File: src/pbu_consts.svh
`ifndef PBU_CONSTS_SVH
`define PBU_CONSTS_SVH

// ----------------------------------------
// word layout
// ----------------------------------------
`define PBU_WORD_W 18
`define PBU_FUNC_W 5
`define PBU_ADDR_W 13
`define PBU_FUNC_MSB 17
`define PBU_FUNC_LSB 13
`define PBU_ADDR_MSB 12
`define PBU_ADDR_LSB 0

// ----------------------------------------
// function codes
// ----------------------------------------
`define PBU_FN_REPLACE 5'h01
`define PBU_FN_WRITE 5'h02
`define PBU_FN_SUB 5'h04
`define PBU_FN_UTRAN 5'h08
`define PBU_FN_CTRAN 5'h09

// ----------------------------------------
// fixed addresses and reset values
// ----------------------------------------
`define PBU_LINK_ADDR 13'h0000
`define PBU_RESET_PC 13'h0000
`define PBU_RESET_ACC 18'h00000

`endif

File: src/pbu_pkg.sv
`include "pbu_consts.svh"

package pbu_pkg;

    // ----------------------------------------
    // types
    // ----------------------------------------
    typedef logic [`PBU_WORD_W-1:0] pbu_word_type;
    typedef logic [`PBU_ADDR_W-1:0] pbu_addr_type;
    typedef logic [`PBU_FUNC_W-1:0] pbu_func_type;

    typedef enum logic [2:0] {
        PBU_S_FETCH,
        PBU_S_EXEC,
        PBU_S_OPRD,
        PBU_S_OPWR,
        PBU_S_LINK
    } pbu_state_type;

    // ----------------------------------------
    // field decoders
    // ----------------------------------------
    function automatic pbu_func_type pbu_func_of(input pbu_word_type w);
        return w[`PBU_FUNC_MSB:`PBU_FUNC_LSB];
    endfunction : pbu_func_of

    function automatic pbu_addr_type pbu_addr_of(input pbu_word_type w);
        return w[`PBU_ADDR_MSB:`PBU_ADDR_LSB];
    endfunction : pbu_addr_of

endpackage : pbu_pkg

File: src/pbu_seq.sv
`timescale 1ns/1ps
`include "pbu_consts.svh"

module pbu_seq
    import pbu_pkg::*;
#(
    parameter int WORD_W = `PBU_WORD_W,
    parameter logic [`PBU_ADDR_W-1:0] LINK_ADDR = `PBU_LINK_ADDR,
    parameter logic [`PBU_ADDR_W-1:0] START_ADDR = `PBU_RESET_PC
)
(
    input wire logic i_clk,
    input wire logic i_nrst,
    input wire logic i_mem_ack,
    input wire logic [`PBU_WORD_W-1:0] i_mem_rdata,
    output logic o_mem_req,
    output logic o_mem_we,
    output logic [`PBU_ADDR_W-1:0] o_mem_addr,
    output logic [`PBU_WORD_W-1:0] o_mem_wdata,
    output logic [`PBU_ADDR_W-1:0] o_pc,
    output logic [`PBU_WORD_W-1:0] o_acc
);

    // ----------------------------------------
    // elaboration check
    // ----------------------------------------
    if (WORD_W != `PBU_FUNC_W + `PBU_ADDR_W) begin : g_bad_width
        $error("word must hold exactly the function and address fields");
    end

    if (`PBU_FUNC_MSB != WORD_W - 1 || `PBU_FUNC_LSB != `PBU_ADDR_MSB + 1 || `PBU_ADDR_LSB != 0) begin : g_bad_fields
        $error("function field must sit directly above the address field");
    end

    // ----------------------------------------
    // reset release
    // ----------------------------------------
    logic rst_meta_q;
    logic rst_n_q;

    always_ff @(posedge i_clk or negedge i_nrst) begin
        if (!i_nrst) begin
            rst_meta_q <= 1'b0;
            rst_n_q <= 1'b0;
        end else begin
            rst_meta_q <= 1'b1;
            rst_n_q <= rst_meta_q;
        end
    end

    // ----------------------------------------
    // state
    // ----------------------------------------
    pbu_state_type state_q;
    pbu_state_type state_d;
    pbu_word_type ir_q;
    pbu_addr_type pc_q;
    pbu_addr_type pc_d;
    pbu_word_type acc_q;
    pbu_word_type acc_d;
    pbu_func_type func;
    pbu_addr_type operand;
    pbu_addr_type pc_inc;
    pbu_word_type exec_acc;
    logic exec_take;

    assign func = pbu_func_of(ir_q);
    assign operand = pbu_addr_of(ir_q);
    assign pc_inc = pc_q + 13'h0001;
    assign o_pc = pc_q;
    assign o_acc = acc_q;

    pbu_exec u_exec (
        .i_func(func),
        .i_acc(acc_q),
        .i_store(i_mem_rdata),
        .o_acc_next(exec_acc),
        .o_take(exec_take)
    );

    // ----------------------------------------
    // sequencing
    // ----------------------------------------
    always_comb begin
        state_d = state_q;
        pc_d = pc_q;
        acc_d = acc_q;
        case (state_q)
            PBU_S_FETCH: begin
                if (i_mem_ack) begin
                    state_d = PBU_S_EXEC;
                end
            end
            PBU_S_EXEC: begin
                case (func)
                    `PBU_FN_REPLACE,
                    `PBU_FN_SUB: begin
                        state_d = PBU_S_OPRD;
                    end
                    `PBU_FN_WRITE: begin
                        state_d = PBU_S_OPWR;
                    end
                    `PBU_FN_UTRAN: begin
                        state_d = PBU_S_LINK;
                    end
                    `PBU_FN_CTRAN: begin
                        state_d = PBU_S_FETCH;
                        pc_d = exec_take ? operand : pc_inc;
                    end
                    default: begin
                        // unimplemented functions simply step on
                        state_d = PBU_S_FETCH;
                        pc_d = pc_inc;
                    end
                endcase
            end
            PBU_S_OPRD: begin
                if (i_mem_ack) begin
                    state_d = PBU_S_FETCH;
                    acc_d = exec_acc;
                    pc_d = pc_inc;
                end
            end
            PBU_S_OPWR: begin
                if (i_mem_ack) begin
                    state_d = PBU_S_FETCH;
                    pc_d = pc_inc;
                end
            end
            PBU_S_LINK: begin
                if (i_mem_ack) begin
                    state_d = PBU_S_FETCH;
                    pc_d = operand;
                end
            end
            default: begin
                state_d = PBU_S_FETCH;
            end
        endcase
    end

    always_ff @(posedge i_clk or negedge rst_n_q) begin
        if (!rst_n_q) begin
            state_q <= PBU_S_FETCH;
            pc_q <= START_ADDR;
            acc_q <= `PBU_RESET_ACC;
        end else begin
            state_q <= state_d;
            pc_q <= pc_d;
            acc_q <= acc_d;
        end
    end

    always_ff @(posedge i_clk or negedge rst_n_q) begin
        if (!rst_n_q) begin
            ir_q <= `PBU_RESET_ACC;
        end else if (state_q == PBU_S_FETCH && i_mem_ack) begin
            ir_q <= i_mem_rdata;
        end
    end

    // ----------------------------------------
    // store port, registered from the next state
    // ----------------------------------------
    // request follows the next state, so it stands unchanged until the ack edge
    always_ff @(posedge i_clk or negedge rst_n_q) begin
        if (!rst_n_q) begin
            o_mem_req <= 1'b0;
        end else begin
            o_mem_req <= (state_d != PBU_S_EXEC);
        end
    end

    always_ff @(posedge i_clk or negedge rst_n_q) begin
        if (!rst_n_q) begin
            o_mem_we <= 1'b0;
        end else begin
            o_mem_we <= (state_d == PBU_S_OPWR) || (state_d == PBU_S_LINK);
        end
    end

    always_ff @(posedge i_clk or negedge rst_n_q) begin
        if (!rst_n_q) begin
            o_mem_addr <= START_ADDR;
        end else begin
            case (state_d)
                PBU_S_FETCH: begin
                    o_mem_addr <= pc_d;
                end
                PBU_S_OPRD,
                PBU_S_OPWR: begin
                    o_mem_addr <= operand;
                end
                PBU_S_LINK: begin
                    o_mem_addr <= LINK_ADDR;
                end
                default: begin
                    o_mem_addr <= pc_d;
                end
            endcase
        end
    end

    // link word carries the return address in its address field
    always_ff @(posedge i_clk or negedge rst_n_q) begin
        if (!rst_n_q) begin
            o_mem_wdata <= `PBU_RESET_ACC;
        end else if (state_d == PBU_S_LINK) begin
            o_mem_wdata <= {{`PBU_FUNC_W{1'b0}}, pc_inc};
        end else begin
            o_mem_wdata <= acc_d;
        end
    end

endmodule : pbu_seq

File: src/pbu_exec.sv
`timescale 1ns/1ps
`include "pbu_consts.svh"

module pbu_exec
    import pbu_pkg::*;
(
    input wire pbu_func_type i_func,
    input wire pbu_word_type i_acc,
    input wire pbu_word_type i_store,
    output pbu_word_type o_acc_next,
    output logic o_take
);

    // ----------------------------------------
    // accumulator update
    // ----------------------------------------
    always_comb begin
        case (i_func)
            `PBU_FN_REPLACE: o_acc_next = i_store;
            // two's complement fraction; overflow wraps, no flag kept
            `PBU_FN_SUB: o_acc_next = i_acc - i_store;
            default: o_acc_next = i_acc;
        endcase
    end

    // ----------------------------------------
    // sign test: zero has sign bit clear, so it never branches
    // ----------------------------------------
    always_comb begin
        o_take = i_acc[`PBU_WORD_W-1];
    end

endmodule : pbu_exec

File: config.mk
export PLATFORM = sky130hd
export DESIGN_NAME = pbu_seq
export DESIGN_NICKNAME = d
export VERILOG_FILES = /design/src/pbu_pkg.sv /design/src/pbu_seq.sv /design/src/pbu_exec.sv
export VERILOG_INCLUDE_DIRS = /design/src
export SDC_FILE = /design/constraint.sdc
export NUM_CORES = 1
export LEC_CHECK = 0
export BUFFER_PORTS_ARGS = -buffer_cell sky130_fd_sc_hd__clkbuf_2
export CAP_MARGIN = 30
export CORE_UTILIZATION = 45
export CTS_BUF_LIST = sky130_fd_sc_hd__clkbuf_8 sky130_fd_sc_hd__clkbuf_16
export CTS_CLUSTER_DIAMETER = 30
export DETAILED_ROUTE_END_ITERATION = 7
export GPL_TIMING_DRIVEN = 0
export PLACE_DENSITY = 0.74
export SLEW_MARGIN = 15
export SYNTH_ARGS = -nofsm -noshare
export SYNTH_HDL_FRONTEND = slang
export SYNTH_SLANG_ARGS = --single-unit
File: constraint.sdc
create_clock -name i_clk -period 2.62 [get_ports i_clk]
set_input_delay 0.262 -clock i_clk [delete_from_list [all_inputs] [get_ports i_clk]]
set_output_delay 0.262 -clock i_clk [all_outputs]
set_load 0.005 [all_outputs]
* Word level (Yosys, flattened, before mapping)
Index checks and enable logic that the tools add are counted.
** Word-level totals
- Flip-flop bits (word level) :: 87
- Latch bits :: 0
- RAM bits :: 0
- Memory bits (read-only) :: 0
- Input bits :: 21
- Output and inout bits :: 64
- Logic and storage cells :: 47
- Memories :: 0
** Cells by class
- Add/sub/neg operators :: 2
- Multipliers :: 0
- Divide/modulo/power cells :: 0
- Order comparisons :: 0
- Equal/unequal tests :: 13
- Shift operators :: 0
- Multiplexer cells :: 14
- Bitwise gates (word level) :: 0
- Reduce and logical (&&, ||, !) cells :: 8
** Operator list (count)
- 18-bit two-way mux :: 3
- 13-bit one-hot mux with 2 select lines :: 2
- 13-bit two-way mux :: 3
- 13-bit one-hot mux with 3 select lines :: 1
- 18-bit one-hot mux with 2 select lines :: 1
- 3-bit one-hot mux with 3 select lines :: 2
- 18-bit subtractor :: 1
- 13-bit by 1-bit adder with 13-bit output (second input constant) :: 1
- 3-bit by 2-bit == test with 1-bit output (second input constant) :: 4
- 5-bit by 4-bit == test with 1-bit output (second input constant) :: 2
- 3-bit == test (second input constant) :: 2
- 3-bit two-way mux :: 2
- 2-bit OR reduction :: 3
- 5-bit by 1-bit == test with 1-bit output (second input constant) :: 1
- 5-bit by 2-bit == test with 1-bit output (second input constant) :: 1
- 5-bit by 3-bit == test with 1-bit output (second input constant) :: 1
- 4-bit OR reduction :: 1
- 3-bit by 1-bit == test with 1-bit output (second input constant) :: 1
- 3-bit logical NOT :: 1
- 3-bit by 1-bit != test with 1-bit output (second input constant) :: 1
- 3-bit OR reduction :: 1
- 1-bit logical AND :: 1
- 1-bit logical OR :: 1

* Logic depth before layout (Yosys ltp)
- Word-level depth :: 7
- Mapped depth :: 9
- Gate-level depth less buffers :: 9

* Hierarchy
Synthesis repeated with hierarchy kept, for this count alone.
** Unflattened totals
- Cell total of the unflattened synthesis :: 624
- Area total of the unflattened synthesis :: 5906.9 um^2
** By module, submodules not included
- pbu_seq :: times used 1, cells each 454, area an instance 4693.3 um^2
- pbu_exec :: times used 1, cells each 170, area an instance 1213.7 um^2

* Worst setup path before layout
OpenSTA, ideal clock, no wires.
- Path kind :: register to register
- Start :: reg acc_q[7], in the netlist o_acc[7]
- End :: reg o_mem_wdata[16]
- Library setup time :: 82 ps
- Arrival time :: 2154 ps
- Setup slack :: 384 ps
- Cell stages (with the launch flop) :: 8
- Buffers on the path :: 0
- Path through :: dfrtp_1 -> ha_1 -> a21o_1 -> a311oi_1 -> o21bai_1 -> or2_2 -> or4_1 -> a31oi_1
** On the way
- Word-level cells in the longest chain between the ends :: 5
** Ends and longest elaborated chain
- from (decl) :: line pbu_seq.sv:59 : pbu_word_type acc_q;
- from (signal assigned) :: line pbu_seq.sv:146 : acc_q <= `PBU_RESET_ACC;
- 18-bit subtractor :: line pbu_exec.sv:21 : `PBU_FN_SUB: o_acc_next = i_acc - i_store;
- 18-bit one-hot mux with 2 select lines :: line pbu_exec.sv:18 : case (i_func)
- 18-bit two-way mux :: line pbu_seq.sv:118 : if (i_mem_ack) begin
- 18-bit two-way mux :: line pbu_seq.sv:88 : case (state_q)
- 18-bit two-way mux :: line pbu_seq.sv:208 : end else if (state_d == PBU_S_LINK) begin
- to (signal assigned) :: line pbu_seq.sv:207 : o_mem_wdata <= `PBU_RESET_ACC;
- to (signal assigned) :: line pbu_seq.sv:209 : o_mem_wdata <= {{`PBU_FUNC_W{1'b0}}, pc_inc};
- to (decl) :: line pbu_seq.sv:19 : output logic [`PBU_WORD_W-1:0] o_mem_wdata,
Every way passes these cells.
A chain may end at the register's enable or synchronous reset.

* Worst setup path after layout
Ends and elaborated chain as after synthesis.

==> results.md <==
- Syn_nets: 713
- Relative slew slack: 35.3%
- Power per standard cell area: 1090 nW/um^2
- Asr flop ratio synth: 100%
- GRT overflow: 0
- ANT nets after route: 0
- Failing checks: DRC
- Number of diodes: 0
- WP data arrival: 2.80 ns
- Worst reg-to-reg path cell count: 7
- Vias in the first global route: 5314
- Synth area leaders: dfrtp_1, o21ai_0, nand2_1, ha_1, a21oi_1
- Period utilisation layout: 95.9%
- Crit. End Element: flip-flop
- Most common cell in the netlist: dfrtp_1
- TritonCTS Buffers: 9
- Num rows: 41
- Ys flop type: dfrtp_1
- Layout area overhead: 18.6%
- Die Ht: 115 um
- Vias per inst: 6.15
- Slew of the pin with the lowest slew margin: 0.968 ns
- First-pass GRT wire length: 28900 um
- Final hold violations: 0
- Startpoint types: flip-flop
- Core region area: 12600 um^2
- DIE WIDTH: 115 um
- H-Tree Depth: 3
- First-pass DRT Iterations: 7
- Root buffer cell: clkbuf_16
- Total Routed Length: 18900 um
- R2R Path End: o_mem_wdata[16]
- Worst hold path type: in2reg
- Min cycle time layout: 2.51 ns
- Post-Syn Area: 5790 um^2
- R2r setup slk: 0.11 ns
- Nets@finish: 815
- Starting Density: 46.1%
- Routability congestion estimate from global placement: 0.984
- Status: finished, violations left
- Sink Count: 87
- Largest buffer count on any clock path: 2
- Post-synthesis sequential area ratio: 37.6%
- Dpl hpwl: 14400 um
- Ys Warns: 0
- Min-Delay Endpoint: ir_q[9]
- Vias: 5857
- Placed inst area: 6470 um^2
- Design Area, Final: 6870 um^2
- Setup Viol. Count Final: 0
- Max FO, Critical Path: 5
- I/O Buffers: 84
- Final worst-path setup slack: 0.106 ns
- Number of synthesized register bits: 87
- Post-layout util: 54.7%
- Post-synth top area share: 37.6%
- Initial antenna violation count: 0
- Final Max Tran Viols: 0
- Die Footprint: 13300 um^2
- Post-place setup slack: -0.129 ns
- Pwr Total: 7.49 mW
- Initial DRC Count: 485
- Avg WL per Cell: 19.8 um
- Max-cap violations: 0
- Hold Crit Depth: 3
- CP Class: reg2reg
- HP Start: i_mem_rdata[9]
- Leading area contributor after synthesis: dfrtp_1
- Layout cell share with drive strength beyond 1: 20.8%
- I/O Pins: 85
- Distinct cells, synth: 82
- CTS tree: done
- Overall fraction of global-route tracks in use: 29.1%
- Largest net degree at the start of global routing: 54
- Mapped Cells: 673
- LEAKAGE: 3.17 nW
- Synth cell count leaders: dfrtp_1, nand2_1, o21ai_0, nor2_1
- DRC Markers: 2
- FMAX: 398 MHz
- Worst EP required: 2.91 ns
- CTS clock-pin slew for the worst setup and hold paths: 0.07 ns
- RR Startpoint: o_acc[7]
- Skew-Pair Late Insertion Delay: 0.36 ns
- RSZ-0062 raised after global routing: false
- Syn Area/Cell: 8.61 um^2
- Fin Clk Skew: 0.00831 ns
- Worst IR drop on VDD: 408 uV
- Post-synth EDFFs: 0
sequential cells by signal (all words and copies together) (netlist names):
signal,cells
o_mem_we,1
o_mem_req,1
rst_n_q,1
o_pc,13
o_mem_wdata,18
state_q,3
o_mem_addr,13
ir_q,18
rst_meta_q,1
o_acc,18
metal layers:
layer | GRT usage (%) | wire length (um) | up-vias | part of all wire (%)
met5 | 0 | 0 | - | 0
met4 | 12.6 | 578 | 0 | 3.1
met3 | 4.97 | 1570 | 45 | 8.3
met2 | 47.1 | 8790 | 304 | 47
met1 | 38.4 | 7940 | 2834 | 42
li1 | - | - | 2674 | -
kinds of logic (layout without fill, tap and decap cells):
family	after synthesis	in the layout	synth area share, %
other	1	1	0.0647
flip-flops	87	87	37.6
adder cells (fa/ha/maj)	19	19	4.23
multiplexers	14	14	2.55
AO/OA/AOI/OAI	231	231	27.4
AND/OR/NAND/NOR	223	223	19.8
XOR/XNOR	15	15	2.27
buffers and inverters	83	190	6.03
layout make-up:
class	count	area [um^2]
repair buffers	92	503
multi-input cells	503	3320
well taps	172	215
plain buffers	43	200
clock buffers	10	239
clock inverters	6	68.8
inverters	39	146
flip-flops and latches	87	2180
fillers	1204	5700
timing repair:
item | in CTS | in global routing
buffers inserted | 0 | 5
hold endpoints to repair | 2 | 0
endpoints found under the setup margin | 10 | 16
hold buffers | 1 | 0
resized for setup | 5 | 7
pin swaps | 0 | 1
layout by cell type, fill, tap and decap left out, types with 5 or more instances in the layout:
cell       netlist  layout
clkbuf_1        25      24
o21ai_1          5       6
nor4_1           6       5
clkbuf_16        0       9
nand4_1          6       6
a31oi_1         10      10
a22o_1           9       9
mux2_2           6       6
nor3_1          16      14
nand3_1         17      17
ha_1            18      18
a21oi_1         37      37
nor2_1          42      39
a22oi_1         11      11
nor2b_1          6       6
xnor2_1          9       9
buf_2           12      13
o211ai_1         8       8
buf_4            2       8
inv_1           37      37
nand3b_1         5       5
nand2b_1        11      11
o22ai_1         10      10
xor2_1           6       6
o21ai_0         57      56
a21o_1          11      11
and2_1           7       7
o31ai_1          7       6
or2_2            5       5
nand2_1         74      74
mux2i_1          8       8
dfrtp_1         87      86
a221o_1          6       6
o21a_1           8       8
clkbuf_2         0      84
where the power goes:
group / internal (mW) / switching [mW]
Clock: 0.769 / 0.564
Combinational: 1.52 / 2.36
Sequential: 1.84 / 0.433
Total: 4.13 / 3.35
worst max-delay path, stage by stage (launching register included):
cell and delay (ns):
dfrtp_1 0.41, ha_1 0.37, a21o_1 0.25, a311oi_1 0.32, o21bai_1 0.14, or2_2 0.33, or4_1 0.44, a31oi_1 0.17
stage by stage:
step / cells / hold slack (ns) / setup TNS [ns]
after global placement: 929 / 0.0475 / -74.69
after floorplan: 673 / -0.0336 / 0
after CTS: 948 / 0.170 / 0
final: 952 / 0.177 / 0
after detailed placement: 931 / 0.0497 / -0.571
after global routing: 952 / 0.198 / 0
how the worst max path moves through the flow:
stage	slack, ns	cells after the start	endpoint	start
floorplan	0.02	0	ir_q[0]	rst_n_q
detailed placement	-0.13	9	o_mem_wdata[15]	i_mem_rdata[1]
finish	0.11	7	o_mem_wdata[16]	o_acc[7]
global route	0.02	7	o_mem_wdata[17]	ir_q[16]
CTS	0.04	8	o_mem_addr[12]	o_pc[1]
global placement	-0.84	0	o_acc[15]	rst_n_q
No activity file was read; power rests on OpenSTA's default activity.
